--- config.mk ---
export PLATFORM = sky130hd
export DESIGN_NAME = uvrc_top
export DESIGN_NICKNAME = d
export VERILOG_FILES = /design/src/uvrc_pkg.sv /design/src/uvrc_qual_if.sv /design/src/uvrc_qual_timer.sv /design/src/uvrc_top.sv
export SDC_FILE = /design/constraint.sdc
export NUM_CORES = 1
export LEC_CHECK = 0
export ABC_AREA = 0
export BUFFER_PORTS_ARGS = -buffer_cell sky130_fd_sc_hd__buf_4
export CAP_MARGIN = 20
export CORE_ASPECT_RATIO = 0.9
export CORE_MARGIN = 2
export CORE_UTILIZATION = 55
export CTS_CLUSTER_SIZE = 8
export DETAILED_ROUTE_END_ITERATION = 7
export GPL_TIMING_DRIVEN = 0
export PLACE_DENSITY = 0.8
export SLEW_MARGIN = 15
export SYNTH_ARGS = -nofsm -noshare
export SYNTH_HDL_FRONTEND = slang
export SYNTH_SLANG_ARGS = --single-unit
--- constraint.sdc ---
create_clock -name core_clk_in -period 4.2 [get_ports core_clk_in]
set_input_delay 0.84 -clock core_clk_in [delete_from_list [all_inputs] [get_ports core_clk_in]]
set_output_delay 0.84 -clock core_clk_in [all_outputs]
set_load 0.01 [all_outputs]
--- src/uvrc_pkg.sv ---
// Purpose: shared constants for the undervoltage reset control block
// Assumes: 250 MHz system clock; 8-bit register port with a 2-bit word address
// Notes:   each figure appears here once and is used by name in uvrc_top; the checker and bench repeat the codes as literals
package uvrc_pkg;

   // ---------------------------------------------------------------
   // register map
   // ---------------------------------------------------------------
   localparam int ADDR_W = 2;
   localparam int DATA_W = 8;
   localparam logic [1:0] ADDR_THRESHOLD = 2'h0;
   localparam logic [1:0] ADDR_RESET_CAUSE = 2'h1;
   localparam logic [7:0] READ_ZERO = 8'h00;

   // ---------------------------------------------------------------
   // threshold select codes
   // ---------------------------------------------------------------
   localparam logic [7:0] THR_CODE_2V10 = 8'h55;
   localparam logic [7:0] THR_CODE_2V55 = 8'h33;
   localparam logic [7:0] THR_CODE_3V15 = 8'h99;
   localparam logic [7:0] THR_CODE_3V80 = 8'hAA;
   localparam logic [7:0] THR_RESET = THR_CODE_2V10;

   // ---------------------------------------------------------------
   // watchdog enable codes
   // ---------------------------------------------------------------
   localparam int WDC_CODE_W = 5;
   localparam logic [4:0] WDC_CODE_DISABLE = 5'h15;
   localparam logic [4:0] WDC_CODE_ENABLE = 5'h0A;

   // ---------------------------------------------------------------
   // reset cause register fields
   // ---------------------------------------------------------------
   localparam int CAUSE_WDC_BIT = 0;
   localparam int CAUSE_THR_BIT = 1;
   localparam int CAUSE_UV_BIT = 2;
   localparam int CAUSE_KEEP_ON_BIT = 7;
   localparam int CAUSE_RSVD_LO = 3;
   localparam int CAUSE_RSVD_HI = 6;
   localparam logic [3:0] CAUSE_RSVD_VALUE = 4'h0;
   localparam logic FLAG_RESET = 1'b0;
   localparam logic KEEP_ON_RESET = 1'b0;

   // ---------------------------------------------------------------
   // timing
   // ---------------------------------------------------------------
   localparam int CLK_PERIOD_NS = 4;
   localparam int UV_QUALIFY_TIME_NS = 120000;
   localparam int SW_RESET_DELAY_NS = 45000;
   // least times: round up to whole cycles
   localparam int UV_QUALIFY_CYCLES = (UV_QUALIFY_TIME_NS + CLK_PERIOD_NS - 1) / CLK_PERIOD_NS;
   localparam int SW_RESET_CYCLES = (SW_RESET_DELAY_NS + CLK_PERIOD_NS - 1) / CLK_PERIOD_NS;

   // ---------------------------------------------------------------
   // qualification timer channels
   // ---------------------------------------------------------------
   localparam int NUM_TIMERS = 3;
   localparam int TMR_UV = 0;
   localparam int TMR_THR = 1;
   localparam int TMR_WDC = 2;

   typedef enum logic [1:0] {
      SEQ_POR_INIT,
      SEQ_RUN,
      SEQ_FULL_RESET
   } uvrc_seq_t;

endpackage

--- src/uvrc_qual_if.sv ---
// Purpose: link between the controller and one qualification timer
// Assumes: both ends on core_clk_in
// Notes:   fire is a one-cycle pulse per continuous trigger assertion
`timescale 1ns/1ps
`default_nettype none
interface uvrc_qual_if;
   logic trigger;
   logic fire;
   modport owner (output trigger, input fire);
   modport timer (input trigger, output fire);
endinterface
`default_nettype wire

--- src/uvrc_qual_timer.sv ---
// Purpose: measures how long a condition has held and pulses once when it reaches a count
// Assumes: trigger is synchronous to core_clk_in
// Notes:   count restarts from zero whenever trigger drops
`timescale 1ns/1ps
`default_nettype none
module uvrc_qual_timer #(
   parameter int COUNT = 1
) (
   input wire logic core_clk_in,
   input wire logic rst_n_in,
   uvrc_qual_if.timer q
);
   localparam int CNT_W = $clog2(COUNT + 1);
   localparam logic [CNT_W-1:0] CNT_LAST = CNT_W'(COUNT - 1);
   localparam logic [CNT_W-1:0] CNT_ZERO = '0;
   localparam logic [CNT_W-1:0] CNT_ONE = CNT_W'(1);

   logic [CNT_W-1:0] cnt;
   logic done;
   logic fire_q;

   // ---------------------------------------------------------------
   // counter
   // ---------------------------------------------------------------
   // done blocks a second pulse while the same condition persists
   always_ff @(posedge core_clk_in or negedge rst_n_in) begin
      if (!rst_n_in) begin
         cnt <= CNT_ZERO;
         done <= 1'b0;
         fire_q <= 1'b0;
      end else if (!q.trigger) begin
         cnt <= CNT_ZERO;
         done <= 1'b0;
         fire_q <= 1'b0;
      end else if (!done && cnt == CNT_LAST) begin
         done <= 1'b1;
         fire_q <= 1'b1;
      end else begin
         if (!done) begin
            cnt <= cnt + CNT_ONE;
         end
         fire_q <= 1'b0;
      end
   end

   assign q.fire = fire_q;
endmodule
`default_nettype wire

--- src/uvrc_top.sv ---
// Purpose: undervoltage reset control: qualifies supply-low, checks control codes,
//          keeps reset-cause and status flags, sequences reset outputs
// Assumes: power-on reset on rst_n_in; mode and watchdog inputs come from core_clk_in logic
// Notes:   the watchdog counter and the analogue comparator live outside
//
// Function
// - undervoltage monitor runs in normal and slow modes without any enable
// - supply-low held past qualification time causes full reset and sets flag
// - supply-low shorter than the qualification time is ignored
// - only four threshold codes are legal: 55, 33, 99, AA hex
// - illegal threshold code resets after software-reset delay and restores register
// - threshold register powers up as 55 hex, lowest threshold
// - qualified undervoltage reset leaves threshold register unchanged
// - illegal threshold code sets cause bit 1; only software zero clears
// - undervoltage reset sets cause bit 2; only software zero clears
// - monitor is disabled in idle or sleep mode
// - watchdog timeout while running gives full reset and sets timeout flag
// - watchdog timeout in sleep or idle clears only pc and stack pointer
// - timeout and power-down flags follow the reset kind
// - power-on disables interrupts and switches timers off
// - power-on clears the watchdog counter which then runs
// - power-on makes all port pins inputs
// - power-on zeroes the program counter, stack pointer to stack top
// - illegal watchdog enable code resets after software-reset delay
// - illegal watchdog enable code sets cause bit 0; only software zero clears
`timescale 1ns/1ps
`default_nettype none
module uvrc_top #(
   parameter int UV_QUALIFY_CYCLES = uvrc_pkg::UV_QUALIFY_CYCLES,
   parameter int SW_RESET_CYCLES = uvrc_pkg::SW_RESET_CYCLES
) (
   input wire logic core_clk_in,
   input wire logic rst_n_in,
   // analogue supply monitor, asynchronous
   input wire logic supply_low_in,
   // operating mode and watchdog
   input wire logic sleep_mode_in,
   input wire logic idle_mode_in,
   input wire logic watchdog_timeout_in,
   input wire logic [uvrc_pkg::WDC_CODE_W-1:0] watchdog_enable_code_in,
   input wire logic status_flags_clear_in,
   // register port
   input wire logic [uvrc_pkg::ADDR_W-1:0] reg_addr_in,
   input wire logic [uvrc_pkg::DATA_W-1:0] reg_wdata_in,
   input wire logic reg_wr_in,
   input wire logic reg_rd_in,
   output logic [uvrc_pkg::DATA_W-1:0] reg_rdata_out,
   // reset and initialisation
   output logic system_reset_out,
   output logic pc_sp_init_out,
   output logic interrupts_disable_out,
   output logic timers_off_out,
   output logic watchdog_clear_out,
   output logic ports_input_out,
   // state
   output logic undervoltage_monitor_active_out,
   output logic [uvrc_pkg::DATA_W-1:0] threshold_select_code_out,
   output logic idle_sysclk_keep_on_out,
   output logic timeout_status_flag_out,
   output logic power_down_status_flag_out
);

   // ---------------------------------------------------------------
   // declarations
   // ---------------------------------------------------------------
   logic supply_low_meta;
   logic supply_low_sync;
   logic low_power;
   logic monitor_active;
   logic [uvrc_pkg::DATA_W-1:0] threshold_select_register;
   logic threshold_code_legal;
   logic watchdog_code_legal;
   logic undervoltage_reset_flag;
   logic illegal_threshold_code_flag;
   logic watchdog_control_reset_flag;
   logic idle_sysclk_keep_on;
   logic timeout_status_flag;
   logic power_down_status_flag;
   logic uv_fire;
   logic thr_fire;
   logic wdc_fire;
   logic wdt_run_evt;
   logic wdt_sleep_evt;
   logic full_evt;
   logic restore_evt;
   logic wr_threshold;
   logic wr_cause;
   logic rd_threshold;
   logic rd_cause;
   logic [uvrc_pkg::DATA_W-1:0] cause_view;
   uvrc_pkg::uvrc_seq_t seq_state;
   uvrc_pkg::uvrc_seq_t next_seq_state;
   logic [uvrc_pkg::NUM_TIMERS-1:0] timer_trigger;
   logic [uvrc_pkg::NUM_TIMERS-1:0] timer_fire;

   // ---------------------------------------------------------------
   // supply-low synchroniser
   // ---------------------------------------------------------------
   always_ff @(posedge core_clk_in or negedge rst_n_in) begin
      if (!rst_n_in) begin
         supply_low_meta <= 1'b0;
         supply_low_sync <= 1'b0;
      end else begin
         supply_low_meta <= supply_low_in;
         supply_low_sync <= supply_low_meta;
      end
   end

   // ---------------------------------------------------------------
   // mode gating and code checks
   // ---------------------------------------------------------------
   assign low_power = sleep_mode_in | idle_mode_in;
   // no software enable exists; the mode alone decides
   assign monitor_active = !low_power;

   always_comb begin
      case (threshold_select_register)
         uvrc_pkg::THR_CODE_2V10: threshold_code_legal = 1'b1;
         uvrc_pkg::THR_CODE_2V55: threshold_code_legal = 1'b1;
         uvrc_pkg::THR_CODE_3V15: threshold_code_legal = 1'b1;
         uvrc_pkg::THR_CODE_3V80: threshold_code_legal = 1'b1;
         default: threshold_code_legal = 1'b0;
      endcase
   end

   assign watchdog_code_legal = (watchdog_enable_code_in == uvrc_pkg::WDC_CODE_DISABLE) ||
                                (watchdog_enable_code_in == uvrc_pkg::WDC_CODE_ENABLE);

   // ---------------------------------------------------------------
   // qualification timers
   // ---------------------------------------------------------------
   // a short supply dip drops the trigger and restarts the count, so it never fires
   assign timer_trigger[uvrc_pkg::TMR_UV] = supply_low_sync & monitor_active;
   assign timer_trigger[uvrc_pkg::TMR_THR] = !threshold_code_legal;
   assign timer_trigger[uvrc_pkg::TMR_WDC] = !watchdog_code_legal;

   genvar gi;
   generate
      for (gi = 0; gi < uvrc_pkg::NUM_TIMERS; gi++) begin : g_timer
         localparam int TCOUNT = (gi == uvrc_pkg::TMR_UV) ? UV_QUALIFY_CYCLES : SW_RESET_CYCLES;
         uvrc_qual_if q_if ();
         assign q_if.trigger = timer_trigger[gi];
         assign timer_fire[gi] = q_if.fire;
         uvrc_qual_timer #(
            .COUNT(TCOUNT)
         ) u_timer (
            .core_clk_in(core_clk_in),
            .rst_n_in(rst_n_in),
            .q(q_if)
         );
      end
   endgenerate

   assign uv_fire = timer_fire[uvrc_pkg::TMR_UV];
   assign thr_fire = timer_fire[uvrc_pkg::TMR_THR];
   assign wdc_fire = timer_fire[uvrc_pkg::TMR_WDC];

   // ---------------------------------------------------------------
   // reset events
   // ---------------------------------------------------------------
   assign wdt_run_evt = watchdog_timeout_in & !low_power;
   assign wdt_sleep_evt = watchdog_timeout_in & low_power;
   assign full_evt = uv_fire | thr_fire | wdc_fire | wdt_run_evt;
   // an undervoltage reset alone keeps the threshold code
   assign restore_evt = thr_fire | wdc_fire | wdt_run_evt;

   // ---------------------------------------------------------------
   // register port decode
   // ---------------------------------------------------------------
   assign wr_threshold = reg_wr_in && (reg_addr_in == uvrc_pkg::ADDR_THRESHOLD);
   assign wr_cause = reg_wr_in && (reg_addr_in == uvrc_pkg::ADDR_RESET_CAUSE);
   assign rd_threshold = reg_rd_in && (reg_addr_in == uvrc_pkg::ADDR_THRESHOLD);
   assign rd_cause = reg_rd_in && (reg_addr_in == uvrc_pkg::ADDR_RESET_CAUSE);

   // ---------------------------------------------------------------
   // threshold select register
   // ---------------------------------------------------------------
   // an illegal value is stored as written; the checker then reacts to it
   always_ff @(posedge core_clk_in or negedge rst_n_in) begin
      if (!rst_n_in) begin
         threshold_select_register <= uvrc_pkg::THR_RESET;
      end else if (restore_evt) begin
         threshold_select_register <= uvrc_pkg::THR_RESET;
      end else if (wr_threshold) begin
         threshold_select_register <= reg_wdata_in;
      end
   end

   // ---------------------------------------------------------------
   // reset cause flags
   // ---------------------------------------------------------------
   // hardware set wins over a software clear in the same cycle; writing one changes nothing
   always_ff @(posedge core_clk_in or negedge rst_n_in) begin
      if (!rst_n_in) begin
         undervoltage_reset_flag <= uvrc_pkg::FLAG_RESET;
      end else if (uv_fire) begin
         undervoltage_reset_flag <= 1'b1;
      end else if (wr_cause && !reg_wdata_in[uvrc_pkg::CAUSE_UV_BIT]) begin
         undervoltage_reset_flag <= 1'b0;
      end
   end

   always_ff @(posedge core_clk_in or negedge rst_n_in) begin
      if (!rst_n_in) begin
         illegal_threshold_code_flag <= uvrc_pkg::FLAG_RESET;
      end else if (thr_fire) begin
         illegal_threshold_code_flag <= 1'b1;
      end else if (wr_cause && !reg_wdata_in[uvrc_pkg::CAUSE_THR_BIT]) begin
         illegal_threshold_code_flag <= 1'b0;
      end
   end

   always_ff @(posedge core_clk_in or negedge rst_n_in) begin
      if (!rst_n_in) begin
         watchdog_control_reset_flag <= uvrc_pkg::FLAG_RESET;
      end else if (wdc_fire) begin
         watchdog_control_reset_flag <= 1'b1;
      end else if (wr_cause && !reg_wdata_in[uvrc_pkg::CAUSE_WDC_BIT]) begin
         watchdog_control_reset_flag <= 1'b0;
      end
   end

   // plain storage for the idle clock control; full resets other than undervoltage return it to its power-on value
   always_ff @(posedge core_clk_in or negedge rst_n_in) begin
      if (!rst_n_in) begin
         idle_sysclk_keep_on <= uvrc_pkg::KEEP_ON_RESET;
      end else if (restore_evt) begin
         idle_sysclk_keep_on <= uvrc_pkg::KEEP_ON_RESET;
      end else if (wr_cause) begin
         idle_sysclk_keep_on <= reg_wdata_in[uvrc_pkg::CAUSE_KEEP_ON_BIT];
      end
   end

   // ---------------------------------------------------------------
   // timeout and power-down status flags
   // ---------------------------------------------------------------
   // power-on clears both; undervoltage leaves both; sets beat the core's clear
   always_ff @(posedge core_clk_in or negedge rst_n_in) begin
      if (!rst_n_in) begin
         timeout_status_flag <= 1'b0;
      end else if (watchdog_timeout_in) begin
         timeout_status_flag <= 1'b1;
      end else if (status_flags_clear_in) begin
         timeout_status_flag <= 1'b0;
      end
   end

   always_ff @(posedge core_clk_in or negedge rst_n_in) begin
      if (!rst_n_in) begin
         power_down_status_flag <= 1'b0;
      end else if (wdt_sleep_evt) begin
         power_down_status_flag <= 1'b1;
      end else if (status_flags_clear_in) begin
         power_down_status_flag <= 1'b0;
      end
   end

   // ---------------------------------------------------------------
   // reset sequencer
   // ---------------------------------------------------------------
   always_comb begin
      case (seq_state)
         uvrc_pkg::SEQ_POR_INIT: next_seq_state = full_evt ? uvrc_pkg::SEQ_FULL_RESET : uvrc_pkg::SEQ_RUN;
         uvrc_pkg::SEQ_RUN: next_seq_state = full_evt ? uvrc_pkg::SEQ_FULL_RESET : uvrc_pkg::SEQ_RUN;
         uvrc_pkg::SEQ_FULL_RESET: next_seq_state = full_evt ? uvrc_pkg::SEQ_FULL_RESET : uvrc_pkg::SEQ_RUN;
         default: next_seq_state = uvrc_pkg::SEQ_RUN;
      endcase
   end

   always_ff @(posedge core_clk_in or negedge rst_n_in) begin
      if (!rst_n_in) begin
         seq_state <= uvrc_pkg::SEQ_POR_INIT;
      end else begin
         seq_state <= next_seq_state;
      end
   end

   // init pulses fire once in the cycle after power-on release and with every full reset; system_reset_out fires with full resets only
   always_ff @(posedge core_clk_in or negedge rst_n_in) begin
      if (!rst_n_in) begin
         system_reset_out <= 1'b0;
         interrupts_disable_out <= 1'b0;
         timers_off_out <= 1'b0;
         watchdog_clear_out <= 1'b0;
         ports_input_out <= 1'b0;
      end else begin
         system_reset_out <= (next_seq_state == uvrc_pkg::SEQ_FULL_RESET);
         interrupts_disable_out <= (seq_state == uvrc_pkg::SEQ_POR_INIT) || full_evt;
         timers_off_out <= (seq_state == uvrc_pkg::SEQ_POR_INIT) || full_evt;
         watchdog_clear_out <= (seq_state == uvrc_pkg::SEQ_POR_INIT) || full_evt;
         ports_input_out <= (seq_state == uvrc_pkg::SEQ_POR_INIT) || full_evt;
      end
   end

   // the sleep-mode watchdog wake touches nothing but pc and stack pointer
   always_ff @(posedge core_clk_in or negedge rst_n_in) begin
      if (!rst_n_in) begin
         pc_sp_init_out <= 1'b0;
      end else begin
         pc_sp_init_out <= (seq_state == uvrc_pkg::SEQ_POR_INIT) || full_evt || wdt_sleep_evt;
      end
   end

   // ---------------------------------------------------------------
   // read data
   // ---------------------------------------------------------------
   always_comb begin
      cause_view = uvrc_pkg::READ_ZERO;
      cause_view[uvrc_pkg::CAUSE_KEEP_ON_BIT] = idle_sysclk_keep_on;
      cause_view[uvrc_pkg::CAUSE_RSVD_HI:uvrc_pkg::CAUSE_RSVD_LO] = uvrc_pkg::CAUSE_RSVD_VALUE;
      cause_view[uvrc_pkg::CAUSE_UV_BIT] = undervoltage_reset_flag;
      cause_view[uvrc_pkg::CAUSE_THR_BIT] = illegal_threshold_code_flag;
      cause_view[uvrc_pkg::CAUSE_WDC_BIT] = watchdog_control_reset_flag;
   end

   // data stand only in the cycle after the strobe; unmapped reads return zero
   always_ff @(posedge core_clk_in or negedge rst_n_in) begin
      if (!rst_n_in) begin
         reg_rdata_out <= uvrc_pkg::READ_ZERO;
      end else if (rd_threshold) begin
         reg_rdata_out <= threshold_select_register;
      end else if (rd_cause) begin
         reg_rdata_out <= cause_view;
      end else begin
         reg_rdata_out <= uvrc_pkg::READ_ZERO;
      end
   end

   // ---------------------------------------------------------------
   // state outputs
   // ---------------------------------------------------------------
   always_ff @(posedge core_clk_in or negedge rst_n_in) begin
      if (!rst_n_in) begin
         undervoltage_monitor_active_out <= 1'b0;
      end else begin
         undervoltage_monitor_active_out <= monitor_active;
      end
   end

   assign threshold_select_code_out = threshold_select_register;
   assign idle_sysclk_keep_on_out = idle_sysclk_keep_on;
   assign timeout_status_flag_out = timeout_status_flag;
   assign power_down_status_flag_out = power_down_status_flag;

endmodule
`default_nettype wire

## Word level (Yosys, flattened, before mapping)

Index checks and enable logic that the tools add are counted.

- Register bits after elaboration: 79
- Latch bits: 0
- RAM bits: 0
- Memory bits (read-only): 0
- Input port bits: 24
- Output and inout port bits: 26
- Memories kept: 0

- Add/subtract/negate cells: 3
- Multiply operators: 0
- Div/mod/pow operators: 0
- Magnitude comparators: 0
- Equal/unequal tests: 20
- Shifts and indexed selects: 0
- Multiplexer cells: 39
- Bitwise operators: 9
- Reductions and logical operators: 36

Operator list:

| cell | number |
|---|---|
| $mux 14 | 6 |
| $mux 15 | 3 |
| $mux 8 | 4 |
| $add 14x1->14 const B | 2 |
| $eq 14x14->1 const B | 2 |
| $mux 1 | 24 |
| $reduce_bool 2->1 | 9 |
| $eq 8x8->1 const B | 2 |
| $add 15x1->15 const B | 1 |
| $eq 15x15->1 const B | 1 |
| $ne 2x2->1 const B | 7 |
| $logic_and 1x1->1 | 10 |
| $eq 8x6->1 const B | 1 |
| $eq 8x7->1 const B | 1 |
| $logic_not 1->1 | 7 |
| $or 1x1->1 | 6 |
| $reduce_and 2->1 | 3 |
| $eq 5x4->1 const B | 1 |
| $eq 5x5->1 const B | 1 |
| $eq 2x1->1 const B | 2 |
| $eq 2x2->1 const B | 2 |
| $logic_not 2->1 | 2 |
| $mux 2 | 2 |
| $reduce_or 4->1 | 1 |
| 3 further kinds | 7 |

## Logic depth before layout (Yosys ltp)

- Word-level depth: 7
- Gate-level depth with buffers: 6

## By module

From an unflattened synthesis, not the netlist that was laid out.

- Cell total of the unflattened synthesis: 348
- Area total of the unflattened synthesis: 4043.9 um^2

Modules (own cells, without submodules):

| module | times used | cells each | area each (um^2) | sequential area each (um^2) |
|---|---|---|---|---|
| uvrc_qual_timer at g_timer[1].u_timer ... | 2 | 83 | 944.7 | 400.4 |
| uvrc_top | 1 | 102 | 1241.2 | 730.7 |
| uvrc_qual_timer at g_timer[0].u_timer | 1 | 80 | 913.4 | 425.4 |

## Least setup slack after synthesis

Ideal clock, no wire load.

- Path kind: input-to-reg
- From: in reg_addr_in[0] in the netlist's numbering
- To: reg threshold_select_register, in the netlist threshold_select_code_out[1]
- Arrival: 1.875 ns
- Data required time: 4.077 ns
- Setup slack: 2.202 ns
- Stages on the path: 5
- Path through: clkbuf_1 -> nor3b_1 -> buf_1 -> mux2i_1 -> nor2_1

- Word-level cells in the longest chain between the ends: 3

Ends and longest elaborated chain:

| item | line | source |
|---|---|---|
| start: declaration | uvrc_top.sv:43 | `input wire logic [uvrc_pkg::ADDR_W-1:0] reg_addr_in,` |
| $logic_not 2->1 | uvrc_top.sv:170 | `assign wr_threshold = reg_wr_in && (reg_addr_in == uvrc_pkg::ADDR_THRESHOLD);` |
| $logic_and 1x1->1 | uvrc_top.sv:170 |  |
| $reduce_bool 2->1 (no source line) | - |  |
| end signal: assignment | uvrc_top.sv:181 | `threshold_select_register <= uvrc_pkg::THR_RESET;` |
| end signal: assignment | uvrc_top.sv:183 | `threshold_select_register <= uvrc_pkg::THR_RESET;` |
| end signal: assignment | uvrc_top.sv:185 | `threshold_select_register <= reg_wdata_in;` |
| end: declaration | uvrc_top.sv:70 | `logic [uvrc_pkg::DATA_W-1:0] threshold_select_register;` |

No other way between the ends.
A chain may end at the register's enable or synchronous reset.

## Worst setup path in the final report

- From: reg threshold_select_register, in the netlist threshold_select_code_out[6]
- To: reg g_timer[1].u_timer.done

- Word-level cells in the longest chain between the ends: 4
- Elaborated cells on any way between the ends: 8
- Classes of those cells: eq/ne: 4; mux: 2; reduce/logical: 2

Ends and longest elaborated chain:

| item | line | source |
|---|---|---|
| $eq 8x8->1, or another cell as far along | uvrc_top.sv:117 | `case (threshold_select_register)` |
| $reduce_or 4->1 (no source line) (*) | - |  |
| $mux 1 (*) | uvrc_top.sv:117 |  |
| $mux 1 or $reduce_bool 2->1 (tied branches) | - |  |
| end signal: assignment | uvrc_qual_timer.sv:29 | `done <= 1'b0;` |
| end signal: assignment | uvrc_qual_timer.sv:33 | `done <= 1'b0;` |
| end signal: assignment | uvrc_qual_timer.sv:36 | `done <= 1'b1;` |
| end: declaration | uvrc_qual_timer.sv:19 | `logic done;` |

Every way passes the cells marked *; elsewhere a longest branch is shown, timed or not.

==> metrics <==
clk sinks 78; CTS buffer count 9; CP max FO 10; post-route setup TNS 0 ps; Mapped Cells 357; GPL Wtd Cong 0.8287; Clk Latency, worst-skew pair 350 ps; worst min path class reg2reg; Worst path max stage delay just over 600 ps; global-route wire length before repair roughly 12000 um; # diodes 0; die span in x 90.37 um; DR vias about 2800; final hold viol count 0; final core utilization between 60 and 70%; drt pass-1 iters 4; Initial Util 56.36%; Layout area overhead 18.23%; Clock Skew between 9 and 10 ps; period utilization between 50 and 60%; Slew @ Worst Pin about 940 ps; Die Ht ~80 um; max-slew violation count 0; vias in the first global route 2621; asr flop ratio synth 100.0%; share of power burned in the clock network a little under a third; outcome finished, final reports clean; grt total ovfl 0; final setup violation count 0; H-tree depth 3; Crit-path slowest cell o41ai_2; Clock transition at path regs ~80 ps; CTS tree done; IO Count 50; CP endpoint kind register; slew margin rel. a little under two fifths; post-CTS setup repair buffer count 0; Max-cap violations 0; largest net degree at the start of global routing just under 80; sequential area share after synthesis 53.00%; Tmin final around 2100 ps; via/cell ratio 5.477; layout cell share with drive strength beyond 1 between 10% and 20%; post-CTS sizing 0; sequential share of power 51.9%; Post-Synthesis Net Count slightly below 400; wire length per cell approximately 14 um; switching share of total power 29.12%; DRT Wirelength 7134 um; Yosys top cell area share approximately 50%; DRC 0; #FFs+latches synth ~80; Max Fclk roughly 480 MHz; Worst Path Required ~4400 ps; VDD IR max approximately 0.32 mV; core outline area roughly 0.0066 mm2; root buffer cell clkbuf_8; CP bufs+invs 1; Combinational Power Share approximately 17%; yosys warns 0; FP Rows 28; Iter 0 DRT Violations 159; Psw roughly 0.00053 W; clock buffer depth 2; critical path's top delay family compound AO/OA/AOI/OAI gates; RSZ-0062 raised after global routing no; pre-CTS setup slack ~1900 ps; Worst Path Arrival approximately 2300 ps; Mapped Area ~0.0037 mm2; main flop type after synthesis dfrtp_1; Setup CP Type reg2reg; Cell Chain, Critical Path nor4bb_1 -> a31oi_1 -> o41ai_2 -> buf_2 -> nor2_1; count of cell types in the netlist 48; GRT Total Usage between 20% and 30%; ranking of synthesized cells by area dfrtp_1, nor2_1, xnor2_1; area leader, netlist dfrtp_1; die area between 0.007 and 0.008 mm2; Post-synth EDFFs 0; Hold WS 339.7 ps; layout net count around 450; total power divided by cell area between 400 and 500 mW/mm2; CTS hold repair buffers 0; DP HPWL slightly above 5000 um; Synth top cells by count dfrtp_1, nor2_1, nand2_1; synthesized area per cell around 10 um2; final worst slack 2097 ps; internal cell power roughly 0.0013 W; final antenna-violating net count 0; initial antenna violation count 0; I/O Buffers between 40 and 50; Lkg Pwr 1.978 nW; crit start category register; most numerous cell in the Yosys netlist dfrtp_1
-- power by group through the flow --
stage | registers, W | logic [W] | clock network, W
2_1_floorplan | 0.000935 | 0.000197 | 0
3_3_place_gp | 0.000944 | 0.000297 | 0
3_5_place_dp | 0.000950 | 0.000308 | 0
4_1_cts | 0.000935 | 0.000310 | 0.000576
5_1_grt | 0.000952 | 0.000351 | 0.000605
6_report | 0.000936 | 0.000306 | 0.000562
-- layout make-up --
cell class | instances | area, um2
timing repair buffer | 48 | 360.3
clock inverter | 4 | 55.05
buffer | 11 | 55.05
sequential | 78 | 1957
tap | 90 | 112.6
inverter | 9 | 33.78
multi-input combinational | 259 | 1647
clock buffer | 12 | 145.1
fill | 514 | 2186
-- path summary, 6_finish.rpt --
kind	cells after the start	slack [ps]	to	from
max reg2reg	5	2100	g_timer[1].u_timer.done	threshold_select_code_out[6]
max	5	2100	g_timer[1].u_timer.done	threshold_select_code_out[6]
min	0	340	supply_low_sync	supply_low_meta
max in group asynchronous	1	2960	g_timer[2].u_timer.cnt[11]	rst_n_in
min in group asynchronous	1	630	g_timer[0].u_timer.cnt[7]	rst_n_in
min reg2reg	0	340	supply_low_sync	supply_low_meta
-- per-layer routing --
| metal | track usage (%) | vias to the layer above | wire (um) |
|---|---|---|---|
| met2 | 33.68 | 64 | 3465 |
| met4 | 7.077 | 0 | 74 |
| met1 | 26.34 | 1340 | 3278 |
| met3 | 5.872 | 8 | 315 |
| met5 | 0 | - | 0 |
| li1 | - | 1387 | - |
-- flip-flops by register name, summed over array words and instances, names as in the netlist --
| name | flops |
|---|---|
| supply_low_meta | 1 |
| timeout_status_flag_out | 1 |
| seq_state | 2 |
| g_timer.u_timer.done | 3 |
| watchdog_control_reset_flag | 1 |
| illegal_threshold_code_flag | 1 |
| g_timer.u_timer.q.fire | 3 |
| pc_sp_init_out | 1 |
| threshold_select_code_out | 8 |
| reg_rdata_out | 8 |
| ports_input_out | 1 |
| idle_sysclk_keep_on_out | 1 |
| undervoltage_monitor_active_out | 1 |
| g_timer.u_timer.cnt | 43 |
| power_down_status_flag_out | 1 |
| undervoltage_reset_flag | 1 |
| supply_low_sync | 1 |
-- logic make-up after synthesis --
logic type	Yosys count	share of synthesized area, %
DFF	78	53.00
AOI/OAI and AO/OA	41	6.879
buffers and inverters	20	2.406
and+or+nand+nor	171	25.52
muxes	15	4.100
adders and majority gates	5	1.694
xor gates and xnor gates	27	6.405
-- cell usage in the layout (no fill, tap or decap), types with 3 or more instances in the layout --
cell type  instances
xnor2_1           21
nor2_1            51
or3_1             10
buf_4             51
mux2i_1           14
o21ai_0           14
nor3_1            11
or4_1              3
and2_1             6
clkbuf_8          10
inv_1              9
o31ai_1            3
ha_1               5
nor4bb_1           7
nand4b_1           5
nand3_1           11
nand4_1            6
nor4_1             6
and3_1             4
dfrtp_1           74
xor2_1             6
nand2b_1           8
clkbuf_1           7
nor4b_1            4
nand2_1           26
dfstp_2            4
a21oi_1           13
-- worst register-to-register path, stage by stage (launching register included) --
cell and delay [ps]:
dfstp_2 580, nor4bb_1 300, a31oi_1 80, o41ai_2 610, buf_2 350, nor2_1 70
-- per-stage QoR --
step	total power [W]	instance area, um2	instances
after global routing	0.001908	4365	511
after CTS	0.001821	4365	511
after global placement	0.001241	4165	495
after floorplan	0.001132	3692	357
final	0.001803	4365	511
after detailed placement	0.001258	4165	495
Power figures use the tool's default switching activity.
